[config.mk]
export PLATFORM = sky130hd
export DESIGN_NAME = swr_sequencer
export DESIGN_NICKNAME = d
export VERILOG_FILES = /design/src/rtl/swr_pkg.sv /design/src/rtl/swr_chk_if.sv /design/src/rtl/swr_sequencer.sv /design/src/rtl/swr_quality_check.sv
export SDC_FILE = /design/constraint.sdc
export NUM_CORES = 1
export LEC_CHECK = 0
export BUFFER_PORTS_ARGS = -buffer_cell sky130_fd_sc_hd__buf_2
export CAP_MARGIN = 20
export CORE_AREA = 2 2 95 97
export CTS_CLUSTER_SIZE = 24
export DETAILED_ROUTE_END_ITERATION = 16
export DIE_AREA = 0 0 97 99
export GPL_ROUTABILITY_DRIVEN = 1
export PLACE_DENSITY = 0.83
export SLEW_MARGIN = 10
export SYNTH_ARGS = -nofsm -noshare
export SYNTH_HDL_FRONTEND = slang
export SYNTH_HIERARCHICAL = 1
export SYNTH_SLANG_ARGS = --single-unit
[constraint.sdc]
create_clock -name clk_i -period 4.2 [get_ports clk_i]
set_clock_uncertainty 0.2 [all_clocks]
set_input_delay 1.05 -clock clk_i [delete_from_list [all_inputs] [get_ports clk_i]]
set_output_delay 1.05 -clock clk_i [all_outputs]
set_load 0.01 [all_outputs]
[src/rtl/swr_pkg.sv]
// constants and types shared by the stop/wakeup/reset sequencer and its clock quality checker
// assumes a single 125 MHz system clock and classic wishbone register access
package swr_pkg;
   localparam int CLK_PERIOD_NS = 8;

   // register byte offsets
   localparam logic [7:0] ADR_CTRL = 8'h00;
   localparam logic [7:0] ADR_STATUS = 8'h04;
   localparam logic [7:0] ADR_VECTOR = 8'h08;

   // control register fields
   localparam int CTRL_CLOCK_LOSS_DETECT_ENABLE = 0;
   localparam int CTRL_SELF_CLOCK_ENABLE = 1;
   localparam int CTRL_SELF_CLOCK_IRQ_ENABLE = 2;
   localparam int CTRL_PSEUDO_STOP_SELECT = 3;
   localparam int CTRL_PLL_SYSTEM_CLOCK_SELECT = 4;
   localparam logic [7:0] CTRL_RESET = 8'h02;

   // status register fields
   localparam int STAT_SELF_CLOCK_IRQ_FLAG = 0;
   localparam int STAT_SELF_CLOCK_MODE = 1;
   localparam int STAT_PLL_ENABLE = 2;
   localparam int STAT_VOLTAGE_REGULATOR_ENABLE = 3;
   localparam int STAT_STOPPED = 4;
   localparam int STAT_INT_RESET = 5;
   localparam int STAT_VECTOR_LSB = 8;

   // reset generator timing in system clock cycles
   localparam int RST_DRIVE_CYCLES = 128;
   localparam int RST_SYNC_EXTRA = 3;
   localparam int RST_WAIT_CYCLES = 64;
   localparam int RST_TOTAL_CYCLES = 192;

   // clock quality check
   localparam int OSC_GOOD_COUNT = 4096;
   localparam int MAX_CHECK_WINDOWS = 50;
   localparam int CHECK_WINDOW_CYCLES = 16384;

   typedef enum logic [1:0] {VEC_NORMAL, VEC_CLOCK_LOSS, VEC_WATCHDOG} swr_vector_t;
   typedef enum logic [1:0] {ST_RUN, ST_PSTOP, ST_FSTOP, ST_FCHECK} swr_stop_t;
   typedef enum logic [1:0] {RG_IDLE, RG_DRIVE, RG_WAIT, RG_RISE} swr_rgen_t;
endpackage

[src/rtl/swr_chk_if.sv]
// handshake between the sequencer and its clock quality checker
// assumes both ends run on the system clock
`timescale 1ns/1ps
`default_nettype none
interface swr_chk_if;
   logic start;
   logic limited;
   logic osc_edge;
   logic good;
   logic timeout;
   logic busy;
   modport ctrl (output start, output limited, output osc_edge, input good, input timeout, input busy);
   modport chk (input start, input limited, input osc_edge, output good, output timeout, output busy);
endinterface
`default_nettype wire

[src/rtl/swr_sequencer.sv]
// stop/wakeup sequencing, self-clock mode control and reset generator with vector selection
// assumes oscillator, loss, wake and reset-pin inputs are asynchronous; event inputs share clk_i
//
// The placing of the registers and the Wishbone interface to the registers are this design's own decisions.
`timescale 1ns/1ps
`default_nettype none
module swr_sequencer #(
   parameter int CHECK_WINDOW_CYCLES = swr_pkg::CHECK_WINDOW_CYCLES,
   parameter int OSC_GOOD_COUNT = swr_pkg::OSC_GOOD_COUNT
) (
   input wire logic clk_i,
   input wire logic rst_i,
   input wire logic [7:0] wb_adr_i,
   input wire logic [31:0] wb_dat_i,
   input wire logic [3:0] wb_sel_i,
   input wire logic wb_we_i,
   input wire logic wb_cyc_i,
   input wire logic wb_stb_i,
   output logic [31:0] wb_dat_o,
   output logic wb_ack_o,
   input wire logic osc_clk_i,
   input wire logic osc_lost_i,
   input wire logic wake_irq_i,
   input wire logic stop_req_i,
   input wire logic power_on_i,
   input wire logic low_voltage_i,
   input wire logic watchdog_timeout_i,
   input wire logic rst_pin_i,
   output logic rst_pin_o,
   output logic rst_pin_oe_o,
   output logic int_reset_o,
   output logic [1:0] vector_o,
   output logic vector_valid_o,
   output logic self_clock_mode_o,
   output logic self_clock_irq_o,
   output logic pll_enable_o,
   output logic voltage_regulator_enable_o,
   output logic system_clock_pll_o,
   output logic clocks_released_o
);
   swr_chk_if chk ();

   logic [2:0] osc_sync_ff;
   logic [1:0] lost_sync_ff;
   logic [1:0] wake_sync_ff;
   logic [1:0] pin_sync_ff;
   logic loss_prev_ff;
   logic [7:0] ctrl_ff;
   logic flag_ff;
   logic scm_ff;
   logic lim_ff;
   logic by_rst_ff;
   logic cm_pend_ff;
   logic wd_pend_ff;
   logic [7:0] rg_cnt_ff;
   logic ack_ff;
   logic [31:0] rdata_ff;
   logic oe_ff;
   logic pin_out_ff;
   logic int_rst_ff;
   logic [1:0] vec_ff;
   logic vec_valid_ff;
   logic scm_out_ff;
   logic irq_out_ff;
   logic pll_en_ff;
   logic voltage_regulator_en_ff;
   logic sys_pll_ff;
   logic released_ff;
   swr_pkg::swr_stop_t st_ff;
   swr_pkg::swr_stop_t nxt_st;
   swr_pkg::swr_rgen_t rg_ff;

   logic clock_loss_detect_enable;
   logic self_clock_enable;
   logic self_clock_irq_enable;
   logic pseudo_stop_select;
   logic pll_sel;
   logic wake_s;
   logic pin_s;
   logic ext_evt;
   logic loss_evt;
   logic scm_enter;
   logic scm_exit;
   logic cm_rst_evt;
   logic fchk_done;
   logic rg_start;
   logic cfg_restore;
   logic leave_stop;
   logic enter_fcheck;
   logic vec_decide;
   logic bus_req;
   logic wr_ctrl;
   logic wr_status;
   logic [31:0] status_word;

   function automatic logic adr_hit(input logic [7:0] adr, input logic [7:0] target);
      adr_hit = (adr[7:2] == target[7:2]);
   endfunction

   // asynchronous pins pass two flops before anything reads them
   always_ff @(posedge clk_i) begin
      if (rst_i) begin
         osc_sync_ff <= 3'h0;
         lost_sync_ff <= 2'h0;
         wake_sync_ff <= 2'h0;
         pin_sync_ff <= 2'h3;
      end else begin
         osc_sync_ff <= {osc_sync_ff[1:0], osc_clk_i};
         lost_sync_ff <= {lost_sync_ff[0], osc_lost_i};
         wake_sync_ff <= {wake_sync_ff[0], wake_irq_i};
         pin_sync_ff <= {pin_sync_ff[0], rst_pin_i};
      end
   end

   assign clock_loss_detect_enable = ctrl_ff[swr_pkg::CTRL_CLOCK_LOSS_DETECT_ENABLE];
   assign self_clock_enable = ctrl_ff[swr_pkg::CTRL_SELF_CLOCK_ENABLE];
   assign self_clock_irq_enable = ctrl_ff[swr_pkg::CTRL_SELF_CLOCK_IRQ_ENABLE];
   assign pseudo_stop_select = ctrl_ff[swr_pkg::CTRL_PSEUDO_STOP_SELECT];
   assign pll_sel = ctrl_ff[swr_pkg::CTRL_PLL_SYSTEM_CLOCK_SELECT];
   assign wake_s = wake_sync_ff[1];
   assign pin_s = pin_sync_ff[1];
   assign chk.osc_edge = osc_sync_ff[1] & ~osc_sync_ff[2];
   assign chk.limited = lim_ff;

   always_ff @(posedge clk_i) begin
      if (rst_i) begin
         loss_prev_ff <= 1'b0;
      end else begin
         loss_prev_ff <= lost_sync_ff[1] & clock_loss_detect_enable & (st_ff != swr_pkg::ST_FSTOP) & (st_ff != swr_pkg::ST_FCHECK);
      end
   end

   // the pin only counts as an outside reset while the generator is idle and not driving it
   assign ext_evt = ~pin_s & (rg_ff == swr_pkg::RG_IDLE);
   assign loss_evt = lost_sync_ff[1] & clock_loss_detect_enable & (st_ff != swr_pkg::ST_FSTOP) & (st_ff != swr_pkg::ST_FCHECK)
                     & ~loss_prev_ff;
   assign fchk_done = (st_ff == swr_pkg::ST_FCHECK) & (chk.good | chk.timeout);
   assign enter_fcheck = (st_ff == swr_pkg::ST_FSTOP) & (wake_s | ext_evt);
   assign scm_enter = (loss_evt & self_clock_enable & ~scm_ff) | ((st_ff == swr_pkg::ST_FCHECK) & chk.timeout & self_clock_enable);
   assign scm_exit = scm_ff & chk.good;
   assign cm_rst_evt = (loss_evt & ~self_clock_enable)
                       | ((st_ff == swr_pkg::ST_FCHECK) & chk.timeout & ~self_clock_enable & ~by_rst_ff);
   assign rg_start = (rg_ff == swr_pkg::RG_IDLE)
                     & ((ext_evt & (st_ff != swr_pkg::ST_FSTOP) & (st_ff != swr_pkg::ST_FCHECK))
                        | power_on_i | low_voltage_i | watchdog_timeout_i | cm_rst_evt
                        | (fchk_done & by_rst_ff));
   // defaults restored on reset in full stop
   assign cfg_restore = rg_start | ((st_ff == swr_pkg::ST_FSTOP) & ext_evt);
   assign leave_stop = (st_ff != swr_pkg::ST_RUN) & (nxt_st == swr_pkg::ST_RUN);
   // a clock-loss reset enters self-clock as well, so it needs its own check run
   assign chk.start = scm_enter | enter_fcheck | (cm_rst_evt & ~scm_ff);

   always_comb begin
      nxt_st = st_ff;
      unique case (st_ff)
         swr_pkg::ST_RUN: begin
            if (stop_req_i && !rg_start) begin
               nxt_st = pseudo_stop_select ? swr_pkg::ST_PSTOP : swr_pkg::ST_FSTOP;
            end
         end
         swr_pkg::ST_PSTOP: begin
            // other wakeup once the clock is good
            if (ext_evt || power_on_i || low_voltage_i || watchdog_timeout_i) begin
               nxt_st = swr_pkg::ST_RUN;
            end else if (loss_evt && (!self_clock_enable || self_clock_irq_enable)) begin
               nxt_st = swr_pkg::ST_RUN;
            end else if (wake_s && !scm_ff) begin
               nxt_st = swr_pkg::ST_RUN;
            end
         end
         swr_pkg::ST_FSTOP: begin
            if (wake_s || ext_evt) begin
               nxt_st = swr_pkg::ST_FCHECK;
            end
         end
         swr_pkg::ST_FCHECK: begin
            if (chk.good || chk.timeout) begin
               nxt_st = swr_pkg::ST_RUN;
            end
         end
      endcase
   end

   always_ff @(posedge clk_i) begin
      if (rst_i) begin
         st_ff <= swr_pkg::ST_RUN;
      end else begin
         st_ff <= nxt_st;
      end
   end

   always_ff @(posedge clk_i) begin
      if (rst_i) begin
         by_rst_ff <= 1'b0;
         lim_ff <= 1'b0;
      end else begin
         if (enter_fcheck) begin
            by_rst_ff <= ext_evt;
            lim_ff <= 1'b1;
         end else if (scm_enter || cm_rst_evt) begin
            lim_ff <= 1'b0;
         end
      end
   end

   // self-clock mode; checks keep running until the oscillator is good again
   always_ff @(posedge clk_i) begin
      if (rst_i) begin
         scm_ff <= 1'b0;
      end else if (scm_enter || (cm_rst_evt && !scm_ff)) begin
         scm_ff <= 1'b1;
      end else if (scm_exit) begin
         scm_ff <= 1'b0;
      end
   end

   // writes land on the edge that sees ack, while the master still holds the request
   assign bus_req = wb_cyc_i & wb_stb_i & ~ack_ff;
   assign wr_ctrl = wb_cyc_i & wb_stb_i & ack_ff & wb_we_i & wb_sel_i[0] & adr_hit(wb_adr_i, swr_pkg::ADR_CTRL);
   assign wr_status = wb_cyc_i & wb_stb_i & ack_ff & wb_we_i & wb_sel_i[0] & adr_hit(wb_adr_i, swr_pkg::ADR_STATUS);

   always_ff @(posedge clk_i) begin
      if (rst_i) begin
         ctrl_ff <= swr_pkg::CTRL_RESET;
      end else if (cfg_restore) begin
         ctrl_ff <= swr_pkg::CTRL_RESET;
         if (cm_rst_evt) begin
            ctrl_ff[swr_pkg::CTRL_CLOCK_LOSS_DETECT_ENABLE] <= 1'b1;
         end
      end else begin
         if (wr_ctrl) begin
            ctrl_ff <= wb_dat_i[7:0];
         end
         if (leave_stop) begin
            ctrl_ff[swr_pkg::CTRL_PLL_SYSTEM_CLOCK_SELECT] <= 1'b0;
         end
      end
   end

   // flag set by self-clock entry and exit, except entry on a clock-loss reset; a set in the clearing cycle wins
   always_ff @(posedge clk_i) begin
      if (rst_i) begin
         flag_ff <= 1'b0;
      end else if (scm_enter || scm_exit) begin
         flag_ff <= 1'b1;
      end else if (rg_start || (wr_status && wb_dat_i[swr_pkg::STAT_SELF_CLOCK_IRQ_FLAG])) begin
         flag_ff <= 1'b0;
      end
   end

   assign vec_decide = (rg_ff == swr_pkg::RG_WAIT && rg_cnt_ff == 8'(swr_pkg::RST_WAIT_CYCLES - 1) && pin_s)
                       || (rg_ff == swr_pkg::RG_RISE && pin_s);

   // pendings held until the vector is chosen
   always_ff @(posedge clk_i) begin
      if (rst_i) begin
         cm_pend_ff <= 1'b0;
         wd_pend_ff <= 1'b0;
      end else begin
         if (cm_rst_evt) begin
            cm_pend_ff <= 1'b1;
         end else if (vec_decide) begin
            cm_pend_ff <= 1'b0;
         end
         if (watchdog_timeout_i) begin
            wd_pend_ff <= 1'b1;
         end else if (vec_decide) begin
            wd_pend_ff <= 1'b0;
         end
      end
   end

   // entry is taken at the first clock edge; without a clock nothing here can advance
   // counting needs the system clock
   always_ff @(posedge clk_i) begin
      if (rst_i) begin
         rg_ff <= swr_pkg::RG_IDLE;
         rg_cnt_ff <= 8'h00;
      end else begin
         unique case (rg_ff)
            swr_pkg::RG_IDLE: begin
               rg_cnt_ff <= 8'h00;
               if (rg_start) begin
                  rg_ff <= swr_pkg::RG_DRIVE;
               end
            end
            swr_pkg::RG_DRIVE: begin
               if (rg_cnt_ff == 8'(swr_pkg::RST_DRIVE_CYCLES + swr_pkg::RST_SYNC_EXTRA - 1)) begin
                  rg_cnt_ff <= 8'h00;
                  rg_ff <= swr_pkg::RG_WAIT;
               end else begin
                  rg_cnt_ff <= rg_cnt_ff + 8'h01;
               end
            end
            swr_pkg::RG_WAIT: begin
               if (rg_cnt_ff == 8'(swr_pkg::RST_WAIT_CYCLES - 1)) begin
                  rg_cnt_ff <= 8'h00;
                  rg_ff <= pin_s ? swr_pkg::RG_IDLE : swr_pkg::RG_RISE;
               end else begin
                  rg_cnt_ff <= rg_cnt_ff + 8'h01;
               end
            end
            swr_pkg::RG_RISE: begin
               if (pin_s) begin
                  rg_ff <= swr_pkg::RG_IDLE;
               end
            end
         endcase
      end
   end

   always_ff @(posedge clk_i) begin
      if (rst_i) begin
         oe_ff <= 1'b0;
         pin_out_ff <= 1'b0;
         int_rst_ff <= 1'b0;
      end else begin
         pin_out_ff <= 1'b0;
         if (rg_start) begin
            oe_ff <= 1'b1;
         end else if (rg_ff == swr_pkg::RG_DRIVE
                      && rg_cnt_ff == 8'(swr_pkg::RST_DRIVE_CYCLES + swr_pkg::RST_SYNC_EXTRA - 1)) begin
            oe_ff <= 1'b0;
         end
         if (rg_start) begin
            int_rst_ff <= 1'b1;
         end else if (vec_decide) begin
            int_rst_ff <= 1'b0;
         end
      end
   end

   always_ff @(posedge clk_i) begin
      if (rst_i) begin
         vec_ff <= swr_pkg::VEC_NORMAL;
         vec_valid_ff <= 1'b0;
      end else begin
         vec_valid_ff <= vec_decide;
         if (vec_decide) begin
            if (rg_ff == swr_pkg::RG_RISE) begin
               vec_ff <= swr_pkg::VEC_NORMAL;
            end else if (cm_pend_ff) begin
               vec_ff <= swr_pkg::VEC_CLOCK_LOSS;
            end else if (wd_pend_ff) begin
               vec_ff <= swr_pkg::VEC_WATCHDOG;
            end else begin
               vec_ff <= swr_pkg::VEC_NORMAL;
            end
         end
      end
   end

   // pll follows self-clock while stopped; so does the regulator, except in the full-stop check, where it is on
   always_ff @(posedge clk_i) begin
      if (rst_i) begin
         scm_out_ff <= 1'b0;
         irq_out_ff <= 1'b0;
         pll_en_ff <= 1'b0;
         voltage_regulator_en_ff <= 1'b1;
         sys_pll_ff <= 1'b0;
         released_ff <= 1'b1;
      end else begin
         scm_out_ff <= scm_ff;
         irq_out_ff <= flag_ff & self_clock_irq_enable;
         pll_en_ff <= scm_ff | ((st_ff == swr_pkg::ST_RUN) & pll_sel);
         voltage_regulator_en_ff <= scm_ff | (st_ff == swr_pkg::ST_RUN) | (st_ff == swr_pkg::ST_FCHECK);
         sys_pll_ff <= scm_ff | ((st_ff == swr_pkg::ST_RUN) & pll_sel);
         released_ff <= (st_ff == swr_pkg::ST_RUN);
      end
   end

   assign status_word = {16'h0000, 6'h00, vec_ff, 2'h0, int_rst_ff, st_ff != swr_pkg::ST_RUN,
                         voltage_regulator_en_ff, pll_en_ff, scm_ff, flag_ff};

   // one wait state; unmapped offsets answer with zero and ignore writes
   always_ff @(posedge clk_i) begin
      if (rst_i) begin
         ack_ff <= 1'b0;
         rdata_ff <= 32'h0000_0000;
      end else begin
         ack_ff <= bus_req;
         if (bus_req) begin
            if (adr_hit(wb_adr_i, swr_pkg::ADR_CTRL)) begin
               rdata_ff <= {24'h00_0000, ctrl_ff};
            end else if (adr_hit(wb_adr_i, swr_pkg::ADR_STATUS)) begin
               rdata_ff <= status_word;
            end else if (adr_hit(wb_adr_i, swr_pkg::ADR_VECTOR)) begin
               rdata_ff <= {30'h0000_0000, vec_ff};
            end else begin
               rdata_ff <= 32'h0000_0000;
            end
         end
      end
   end

   swr_quality_check #(
      .WIN_CYCLES(CHECK_WINDOW_CYCLES),
      .GOOD_COUNT(OSC_GOOD_COUNT)
   ) u_check (
      .clk_i(clk_i),
      .rst_i(rst_i),
      .c(chk.chk)
   );

   assign wb_ack_o = ack_ff;
   assign wb_dat_o = rdata_ff;
   assign rst_pin_o = pin_out_ff;
   assign rst_pin_oe_o = oe_ff;
   assign int_reset_o = int_rst_ff;
   assign vector_o = vec_ff;
   assign vector_valid_o = vec_valid_ff;
   assign self_clock_mode_o = scm_out_ff;
   assign self_clock_irq_o = irq_out_ff;
   assign pll_enable_o = pll_en_ff;
   assign voltage_regulator_enable_o = voltage_regulator_en_ff;
   assign system_clock_pll_o = sys_pll_ff;
   assign clocks_released_o = released_ff;
endmodule
`default_nettype wire

[src/rtl/swr_quality_check.sv]
// clock quality checker: counts oscillator edges inside fixed check windows
// assumes osc_edge is already synchronised to the system clock, one pulse per oscillator cycle
`timescale 1ns/1ps
`default_nettype none
module swr_quality_check #(
   parameter int WIN_CYCLES = swr_pkg::CHECK_WINDOW_CYCLES,
   parameter int GOOD_COUNT = swr_pkg::OSC_GOOD_COUNT
) (
   input wire logic clk_i,
   input wire logic rst_i,
   swr_chk_if.chk c
);
   logic busy_ff;
   logic good_ff;
   logic timeout_ff;
   logic [15:0] win_cnt_ff;
   logic [15:0] edge_cnt_ff;
   logic [5:0] wnum_ff;

   // a fresh start always restarts from window one, even while a check is running
   always_ff @(posedge clk_i) begin
      if (rst_i) begin
         busy_ff <= 1'b0;
         good_ff <= 1'b0;
         timeout_ff <= 1'b0;
         win_cnt_ff <= 16'h0000;
         edge_cnt_ff <= 16'h0000;
         wnum_ff <= 6'h00;
      end else begin
         good_ff <= 1'b0;
         timeout_ff <= 1'b0;
         if (c.start) begin
            busy_ff <= 1'b1;
            win_cnt_ff <= 16'h0000;
            edge_cnt_ff <= 16'h0000;
            wnum_ff <= 6'h00;
         end else if (busy_ff) begin
            if (c.osc_edge && edge_cnt_ff == 16'(GOOD_COUNT - 1)) begin
               good_ff <= 1'b1;
               busy_ff <= 1'b0;
            end else if (win_cnt_ff == 16'(WIN_CYCLES - 1)) begin
               win_cnt_ff <= 16'h0000;
               edge_cnt_ff <= 16'h0000;
               if (c.limited && wnum_ff == 6'(swr_pkg::MAX_CHECK_WINDOWS - 1)) begin
                  timeout_ff <= 1'b1;
                  busy_ff <= 1'b0;
               end else if (wnum_ff != 6'h3f) begin
                  wnum_ff <= wnum_ff + 6'h01;
               end
            end else begin
               win_cnt_ff <= win_cnt_ff + 16'h0001;
               if (c.osc_edge) begin
                  edge_cnt_ff <= edge_cnt_ff + 16'h0001;
               end
            end
         end
      end
   end

   assign c.good = good_ff;
   assign c.timeout = timeout_ff;
   assign c.busy = busy_ff;
endmodule
`default_nettype wire

**Yosys cells after proc, flatten, opt, wreduce, memory -nomap -nowiden**

Cells that the tools add are included.

- $add $sub $neg: 4
- $mul: 0
- Div/mod/pow operators: 0
- Magnitude comparators: 0
- Equal/unequal tests: 20
- Shift-type cells: 0
- Multiplexer cells: 48
- Bitwise gates (word level): 58
- Reduce and logical (&&, ||, !) cells: 49

Operators with widths:

| operator | count |
|---|---|
| $mux W16 | 3 |
| $add A16 B1 Y16 const B | 2 |
| $and A1 B1 Y1 | 32 |
| $mux W2 | 16 |
| $pmux W8 S3 | 1 |
| $mux W1 | 22 |
| $mux W10 | 2 |
| $reduce_bool A2 Y1 | 10 |
| $eq A16 B12 Y1 const B | 1 |
| $eq A16 B14 Y1 const B | 1 |
| $mux W8 | 2 |
| $pmux W2 S4 | 2 |
| $or A1 B1 Y1 | 15 |
| $logic_and A1 B1 Y1 | 11 |
| $logic_or A1 B1 Y1 | 11 |
| $not A1 Y1 | 11 |
| $ne A2 B2 Y1 const B | 5 |
| $add A8 B1 Y8 const B | 1 |
| $eq A2 B2 Y1 const B | 4 |
| $eq A8 B6 Y1 const B | 1 |
| $eq A8 B8 Y1 const B | 1 |
| $add A6 B1 Y6 const B | 1 |
| $eq A6 B1 Y1 const B | 1 |
| $eq A6 B2 Y1 const B | 1 |
| 15 further kinds | 22 |

- Flip-flop bits (word level): 120
- Latch bits: 0
- Memory bits (writable): 0
- ROM bits: 0
- Input port bits: 57
- Output and inout bits: 45
- Word-level logic and storage cells: 213
- Memories kept: 0

**Longest topological paths before layout**

Gate-level depths: netlist of run 1.

- Word-level depth: 17
- Gate-level depth with buffers: 11
- Mapped depth without buffers: 10

**Modules after synthesis**

The synthesis of run 1 kept the hierarchy.

Modules (own cells, without submodules):

| module | instances | cells each | area an instance (sq um) | sequential area each (sq um) |
|---|---|---|---|---|
| swr_sequencer | 1 | 319 | 2,756.4 | 1,141.1 |
| swr_quality_check | 1 | 257 | 2,175.8 | 820.8 |

**Least setup slack after synthesis of run 1**

No wires, ideal clock.

- Kind: input -> register
- Start: input port wb_adr_i[5]
- End: register ctrl_ff[0]
- Setup time: 70 ps
- Data arrival time: 2,192 ps
- Data required time: 3,930 ps
- Path slack: 1,739 ps
- Cell stages on the path: 4
- Path buffers: 0
- Cells stage by stage: nor4_2 -> nand4_2 -> a221o_1 -> a21oi_1

- Cells in the longest elaborated chain, start to end: 3

Ends and longest elaborated chain:

| element | RTL line | source |
|---|---|---|
| start: declaration | swr_sequencer.sv:13 | `input wire logic [7:0] wb_adr_i,` |
| $logic_not A6 Y1 | swr_sequencer.sv:97 | `adr_hit = (adr[7:2] == target[7:2]);` |
| $and A1 B1 Y1 | swr_sequencer.sv:219 | `assign wr_ctrl = wb_cyc_i & wb_stb_i & ack_ff & wb_we_i & wb_sel_i[0] & adr_hit(wb_adr_i, swr_pkg::ADR_CTRL);` |
| $reduce_bool A2 Y1 (no source line) | n/a |  |
| end signal: assignment | swr_sequencer.sv:224 | `ctrl_ff <= swr_pkg::CTRL_RESET;` |
| end signal: assignment | swr_sequencer.sv:226 | `ctrl_ff <= swr_pkg::CTRL_RESET;` |
| end signal: assignment | swr_sequencer.sv:232 | `ctrl_ff <= wb_dat_i[7:0];` |
| end: declaration | swr_sequencer.sv:48 | `logic [7:0] ctrl_ff;` |

Every way passes these cells.
A chain may end at the register's enable or synchronous reset.

**Final worst setup path of run 1**

- Start: register rg_ff[0]
- End: register u_check.win_cnt_ff[9]

- Cells in the longest elaborated chain, start to end: 7

Ends and longest elaborated chain:

| element | RTL line | source |
|---|---|---|
| start: declaration | swr_sequencer.sv:71 | `swr_pkg::swr_rgen_t rg_ff;` |
| start signal: assignment | swr_sequencer.sv:277 | `rg_ff <= swr_pkg::RG_IDLE;` |
| start signal: assignment | swr_sequencer.sv:284 | `rg_ff <= swr_pkg::RG_DRIVE;` |
| start signal: assignment | swr_sequencer.sv:290 | `rg_ff <= swr_pkg::RG_WAIT;` |
| $logic_not A2 Y1 | swr_sequencer.sv:134 | `assign ext_evt = ~pin_s & (rg_ff == swr_pkg::RG_IDLE);` |
| $and A1 B1 Y1 | swr_sequencer.sv:134 |  |
| $or A1 B1 Y1 | swr_sequencer.sv:138 | `assign enter_fcheck = (st_ff == swr_pkg::ST_FSTOP) & (wake_s \| ext_evt);` |
| $and A1 B1 Y1 | swr_sequencer.sv:138 |  |
| $or A1 B1 Y1 (2 in a row) | swr_sequencer.sv:151 | `assign chk.start = scm_enter \| enter_fcheck \| (cm_rst_evt & ~scm_ff);` |
| via chk.start | swr_chk_if.sv:6 | `logic start;` |
| $reduce_or A2 Y1 (no source line) | n/a |  |
| end signal: assignment | swr_quality_check.sv:51 | `win_cnt_ff <= win_cnt_ff + 16'h0001;` |
| end: declaration | swr_quality_check.sv:16 | `logic [15:0] win_cnt_ff;` |

The timed path passes the listed nets, and every way through them passes these cells.

==> results.md, run 1 <==
Timing:
- The final critical path time including I/O delays and setup is 3.13 ns.
- For the pin with the worst max-slew slack, the measured transition is 1.08 ns.
- Final hold analysis gives a worst-case slack of 0.218 ns.
- Setup violations remaining at the end of the flow were counted as 0.
- After routing, the total negative slack on setup checks comes to 0 ns.
- The final count of hold timing violations is 0.
- The tightest slew margin relative to the limit is 0.274.
- The period utilization is 0.746.
- Setup repair after global routing left no endpoint under its margin.
- The number of pins with negative max-slew slack in the final report came to 0.
- The maximum clock frequency is 0.319 GHz.

Run:
- The number of maximum-capacitance violations is 0.

Yosys:
- The number of distinct library cells after synthesis is 73.
- The most used flip-flop cell after synthesis is dfxtp_1.
- The average instance in the mapped netlist occupies 8.56 um^2.
- The flip-flop and latch count after synthesis is 98.
- The post-synthesis cell count is 576.
- In this run, synthesis inferred 0 flip-flops with an integrated enable.
- The warning count from the yosys run is 6.
- After synthesis the cells add up to 4930 um^2.
- The post-synthesis async set-or-reset flop share is 0.
- Of the synthesized area, sequential elements account for 0.398.

Place:
- At the end of routability-driven placement, the weighted congestion stood at 0.853.
- The number of I/O port buffers is 49.
- The wire-length estimate of the detail-placed layout is 7490 um.

Routing:
- The final route contains 4379 vias.
- The average wire length per cell after detail routing is 15.3 um.
- The sum of routed wire length over all layers is 11000 um.
- After detailed routing, the number of remaining DRC violations is 0.
- The first-iteration detailed-routing DRC count is 250.
- After detailed routing, the number of vias per cell comes to 6.06.
- The first-pass iteration count of the detailed router is 5.
- In this run the remaining antenna-violating nets after routing total 0.

Min path:
- The startpoint of the tightest hold check path is pin_sync_ff[0].
- The type of the worst min-delay path is reg -> reg.

CTS:
- In this run, post-CTS hold repair placed 0 buffers.
- After clock tree synthesis, the clock-pin slew on the worst setup and hold paths is 0.09 ns.
- The root buffer cell chosen for the clock tree is clkbuf_8.
- The number of gates resized after CTS was 0.
- Clock latency on the worst-skew pair, taken at its later pin, is 0.36 ns.
- The number of buffers created by CTS is 9.
- The total number of H-tree levels is 3.
- The clock tree buffer depth is 2.
- The CTS tree is yes.
- The post-CTS repair timing setup buffer count is 0.
- For this design, the sink count on the clock tree is 98.

Worst setup path:
- STA classifies the critical path startpoint as a flop.
- Data on the critical path arrives at its endpoint at 3.22 ns.
- The origin of the critical flop-to-flop path is rg_ff[0].
- The setup path with the least slack is of type reg -> reg.
- The kind of end point of the critical path is a flop.
- Along the worst path, the maximum fanout reaches 14.
- The most critical setup path has its startpoint at rg_ff[0].
- For the worst setup path, the data required time is 4.29 ns.

Final layout:
- In the final layout, the share of cells above drive strength 1 is 0.150.
- The top cell types in the final layout, fill and taps aside, are 98 x dfxtp_1, 64 x nor2_1, 50 x nand2_1, 49 x buf_2, 47 x a21oi_1.
- 0 antenna diodes ended up in the layout.
- The most common cell after layout, fill and taps aside is dfxtp_1.
- The number of nets in the finished design is 680.
- The layout overhead on the synthesized area is 8.45%.
- The final design utilization is 0.626.

Global routing:
- The global route total overflow is 0.
- The initial antenna violation count was 0.
- The number of global-route vias before repair came to 4101.
- Entering global routing, the biggest net connects 53 pins.
- The first global-routing pass estimated 18800 um of wire.
- Across every metal layer, demand over resource in global routing totals 0.234.

Pwr:
- In this run the static leakage power is 2.02 nW.
- The fraction of power spent switching nets is 0.274.
- Cell internal power was estimated by the tool at 1.48 mW.
- Of the total power, the clock network draws 0.359.
- The part of the power in registers is 0.492.
- The combinational group share of total power is 0.149.
- In this run the power spent charging and discharging nets is 561 uW.
- The worst-case IR drop observed on VDD is 189 uV.
- The power density over the cells is 382 nW/um^2.

Die:
- The initialized floorplan defines 34 standard-cell rows.
- For this configuration, the core starts out at a cell density of 0.577.
- The die outline area is 9600 um^2.
- Pin placement for this block handled 102 I/O pins.
- The width of the chip is 97 um.
- The die extent in y is 99 um.
- The floorplan step defined a core boundary enclosing 8550 um^2.

Run status:
- The run finished with clean final reports.
==> cell families after synthesis <==
kind of cell | after synthesis | synth area share
DFF | 98 | 0.398
buffers and inverters | 63 | 0.0718
AOI/OAI and AO/OA | 138 | 0.186
xor gates and xnor gates | 16 | 0.0284
muxes | 10 | 0.0203
adders and majority gates | 12 | 0.0304
and+or+nand+nor | 238 | 0.264
other | 1 | 0.000760
==> critical path, cell delays in order, from the launching register on <==
cell	delay (ns)
dfxtp_1	0.40
inv_1	0.14
ha_1	0.27
inv_1	0.09
nor2_1	0.10
o21ai_0	0.24
nand2_1	0.14
nor2_1	0.80
nand2_2	0.41
a21oi_1	0.24
==> power by group through the flow <==
stage | clock (mW) | combinational [mW] | sequential, mW
after floorplan | 0 | 0.237 | 1.01
after global placement | 0 | 0.284 | 1.02
after detailed placement | 0 | 0.295 | 1.03
after CTS | 0.744 | 0.302 | 1.01
after global routing | 0.781 | 0.342 | 1.01
final | 0.733 | 0.304 | 1.01
==> cell usage after synthesis (5+ instances only) <==
cell	number	area [um^2]
nor2_1	64	240
xnor2_1	6	52.6
or2_2	6	37.5
a21oi_1	47	235
and3_1	9	56.3
nor3_1	14	70.1
ha_1	12	150
o211ai_1	9	67.6
nand3_1	22	110
or3_1	6	37.5
xor2_1	10	87.6
o21ai_0	24	120
nand4_1	7	43.8
clkbuf_1	18	67.6
inv_1	14	52.6
nand4b_1	5	43.8
buf_4	24	180
nand2_1	50	188
a31oi_1	5	31.3
mux2i_1	10	100
dfxtp_1	98	1960
or4_1	5	37.5
a22oi_1	6	45.0
nor2b_1	13	81.3
nor4_1	9	56.3
==> through the flow <==
| stage | worst slack [ns] | area (um^2) | std cells | total power [mW] |
|---|---|---|---|---|
| floorplan | 1.74 | 5010 | 598 | 1.25 |
| global placement | 1.24 | 5110 | 708 | 1.31 |
| detailed placement | 1.16 | 5110 | 708 | 1.32 |
| CTS | 1.12 | 5350 | 723 | 2.05 |
| global route | 0.763 | 5350 | 723 | 2.14 |
| finish | 1.07 | 5350 | 723 | 2.04 |
==> state kept, by name (all words and copies together), names as in the netlist, 2 cells and up <==
| signal | count |
|---|---|
| u_check/edge_cnt_ff | 16 |
| u_check/wnum_ff | 6 |
| wb_dat_o | 10 |
| lost_sync_ff | 2 |
| ctrl_ff | 8 |
| rg_cnt_ff | 8 |
| rg_ff | 2 |
| u_check/win_cnt_ff | 16 |
| osc_sync_ff | 3 |
| wake_sync_ff | 2 |
| vector_o | 2 |
| pin_sync_ff | 2 |
| st_ff | 2 |
==> final cells by class <==
class	instances	area, um^2
Clock buffer	11	141
Clock inverter	4	98.8
Fill cell	724	3200
Inverter	14	52.6
Multi-Input combinational cell	437	2700
Sequential cell	98	1960
Tap cell	108	135
Timing Repair Buffer	51	260
==> final timing paths <==
check                           slack [ns]                     to  depth (start not counted)
worst min-delay path                  0.22         pin_sync_ff[1]                          1
worst max register to register        1.07  u_check/win_cnt_ff[9]                          9
worst max-delay path                  1.07  u_check/win_cnt_ff[9]                          9
worst min register to register        0.22         pin_sync_ff[1]                          1
==> per-layer routing <==
| metal | share of wire | GRT usage | wire [um] |
|---|---|---|---|
| met1 | 0.44 | 0.297 | 4850 |
| met2 | 0.49 | 0.398 | 5440 |
| met3 | 0.057 | 0.0461 | 633 |
| met4 | 0.010 | 0.0845 | 111 |
| met5 | 0 | 0 | 0 |
Note: power is estimated with default switching activity, not from simulation.
==> run 2, diff against run 1 <==
--- a/config.mk
+++ b/config.mk
@@ -7,12 +7,12 @@
 export LEC_CHECK = 0
 export BUFFER_PORTS_ARGS = -buffer_cell sky130_fd_sc_hd__buf_2
 export CAP_MARGIN = 20
-export CORE_AREA = 2 2 95 97
+export CORE_AREA = 2 2 98 100
 export CTS_CLUSTER_SIZE = 24
 export DETAILED_ROUTE_END_ITERATION = 16
-export DIE_AREA = 0 0 97 99
+export DIE_AREA = 0 0 100 102
 export GPL_ROUTABILITY_DRIVEN = 1
-export PLACE_DENSITY = 0.83
+export PLACE_DENSITY = 0.79
 export SLEW_MARGIN = 10
 export SYNTH_ARGS = -nofsm -noshare
 export SYNTH_HDL_FRONTEND = slang
==> constraint.sdc (replaced) <==
create_clock -name clk_i -period 3.15 [get_ports clk_i]
set_clock_uncertainty 0.2 [all_clocks]
set_input_delay 0.7875 -clock clk_i [delete_from_list [all_inputs] [get_ports clk_i]]
set_output_delay 0.7875 -clock clk_i [all_outputs]
set_load 0.01 [all_outputs]
==> results.md, run 2 (synthesis results as in run 1) <==
Run status:
- The run finished with clean final reports.

Worst setup path:
- The arrival time of data at the critical path endpoint is 2.80 ns.
- The startpoint kind of the worst setup timing path is a flop.
- In this run the worst path has a maximum fanout of 10.
- The worst setup path is captured at a flop.
- The critical path is of the reg -> reg type.
- The worst reg-to-reg path cell count is 6.
- The required time at the endpoint of the critical path is 3.20 ns.
- The setup check on the worst reg-to-reg path leaves a slack of 0.40 ns.

Routing:
- In this run the remaining antenna-violating nets after routing total 0.
- Summing over every cut layer, the via total after detailed routing is 4324.
- Summed over all layers, the routed wires come to 10900 um.
- After detailed routing, the number of vias per cell comes to 5.86.
- The first-iteration detailed-routing DRC count is 262.
- The average wire length per cell after detail routing is 14.7 um.
- After detailed routing, the number of remaining DRC violations is 0.
- The first TritonRoute pass finished after 5 iterations.

Pwr:
- The part of the power in registers is 0.522.
- The share of total power dissipated in the clock network is 0.310.
- The total design power is 2.55 mW.
- The power density over the cells is 472 nW/um^2.
- The internal power component is 1.78 mW.
- For this design the static power due to leakage is 2.05 nW.
- Of the total power, the share spent switching nets is 0.300.
- The combinational group share of total power is 0.168.
- For this design the total switching power over the nets is 764 uW.
- The maximum ir drop on the vdd rail is 207 uV.

CTS:
- The total of hold buffers inserted after clock tree synthesis is 0.
- Clock tree synthesis found a total of 98 sinks.
- The cell sitting at the root of the clock tree is a clkbuf_8.
- Clock-pin slew was measured on the worst setup and hold paths at 0.10 ns.
- The CTS tree is yes.
- The post-CTS repair timing setup buffer count is 0.
- The number of clock buffers added by TritonCTS is 9.
- The number of instances resized during post-cts repair is 0.
- The clock latency on the worst-skew pair is 0.36 ns.
- The clock tree buffer depth is 2.
- The total number of H-tree levels is 3.

Timing:
- The number of pins with negative max-slew slack in the final report is 0.
- The worst-case setup margin in the final layout is 0.401 ns.
- Dividing the final minimum period by the clock period gives 0.873.
- The measured slew at the worst slew-check pin is 1.14 ns.
- Setup repair after global routing left no endpoint under its margin.
- Final hold analysis gives a worst-case slack of 0.229 ns.
- The tightest slew margin relative to the limit is 0.235.
- The maximum clock frequency is 0.364 GHz.
- The final critical path time including I/O delays and setup is 2.75 ns.
- The post-route setup TNS is 0 ns.
- The final count of hold timing violations is 0.
- Setup violations remaining at the end of the flow were counted as 0.

Global routing:
- The global route total overflow is 0.
- The maximum number of pins on one net before global-route repair is 37.
- The initial antenna violation count is 0.
- The first global-routing pass estimated 18000 um of wire.
- For this run, the total global-route usage over all layers was measured as 0.216.
- The number of global-route vias before repair came to 3958.

Min path:
- The type of the worst min-delay path is reg -> reg.
- Along the worst hold path, the cell count comes to 1.

Die:
- The die is 100 um wide.
- The die extent in y is 102 um.
- The die covers 10200 um^2.
- The area inside the core boundary is 9110 um^2.
- The effective utilization at floorplan is 0.541.
- For this design the top-level I/O count stands at 102.
- The floorplan has 35 rows.

Final layout:
- The fraction of final layout cells sized beyond drive strength 1 is 0.169.
- The final layout contains 691 nets.
- 0 antenna diodes ended up in the layout.
- Leaving out fill and tap cells, the most frequent cells in the layout are 98 x dfxtp_1, 64 x nor2_1, 50 x nand2_1, 49 x buf_2, 47 x a21oi_1.
- After filler insertion, the fill cell instance count of the layout stands at 765.
- The most common cell after layout, fill and taps aside is dfxtp_1.
- The final design utilization is 0.592.
- The layout overhead on the synthesized area is 9.39%.

Run:
- The tool flagged a number of max-cap violations equal to 0.

Place:
- The placer's final routability congestion estimate is 0.833.
- The final HPWL from detailed placement is 7610 um.
- The worst slack after detailed placement is 0.427 ns.
- The count of buffers added on input and output ports is 49.
## run 2: cell types whose count changed in the layout (fill, tap and decap cells not counted)
cell / change
inv_6: +2
clkinvlp_4: +1
bufinv_16: -3
clkbuf_1: -1
clkinv_4: +1
clkbuf_8: +1
nor4_1: -1
buf_4: +11
nor4_2: +1
## run 2: layer usage
| metal | GRT usage | wire length (um) | vias to the layer above |
|---|---|---|---|
| li1 | - | - | 2132 |
| met2 | 0.378 | 5180 | 151 |
| met3 | 0.0308 | 635 | 18 |
| met1 | 0.272 | 4890 | 2023 |
| met5 | 0 | 0 | - |
| met4 | 0.0822 | 153 | 0 |
## run 2: power by group through the flow
| stage | Combinational, mW | Clock (mW) | Sequential (mW) |
|---|---|---|---|
| after global routing | 0.479 | 0.859 | 1.34 |
| after CTS | 0.423 | 0.805 | 1.33 |
| after floorplan | 0.316 | 0 | 1.35 |
| after global placement | 0.408 | 0 | 1.36 |
| after detailed placement | 0.420 | 0 | 1.36 |
| final | 0.428 | 0.788 | 1.33 |
## run 2: path summary, 6_finish.rpt
| kind | start | endpoint |
|---|---|---|
| max | u_check/edge_cnt_ff[0] | u_check/edge_cnt_ff[11] |
| min | pin_sync_ff[0] | pin_sync_ff[1] |
| max reg2reg | u_check/edge_cnt_ff[0] | u_check/edge_cnt_ff[11] |
| min reg2reg | pin_sync_ff[0] | pin_sync_ff[1] |
## run 2: final cells by class
type                    count  area (um^2)  share of cell area
well taps                 111          139              0.0257
repair buffers             62          343              0.0635
flip-flops and latches     98         1960               0.364
clock inverters             5         42.5             0.00788
multi-input cells         437         2710               0.501
inverters                  14         52.6             0.00974
clock buffers              11          151              0.0281
## run 2: worst max-delay path, cell delays in order, from the launching register on
cell and delay [ns]:
dfxtp_1 0.37, ha_1 0.31, nand4_4 0.19, nor4_4 0.09, a21oi_1 0.69, nand2_1 0.36, o41ai_1 0.43
## run 2: metrics by stage
| step | instance area (um^2) | instances |
|---|---|---|
| final | 5400 | 738 |
| after global routing | 5400 | 738 |
| after CTS | 5400 | 738 |
| after detailed placement | 5200 | 722 |
| after global placement | 5200 | 722 |
| after floorplan | 5010 | 598 |
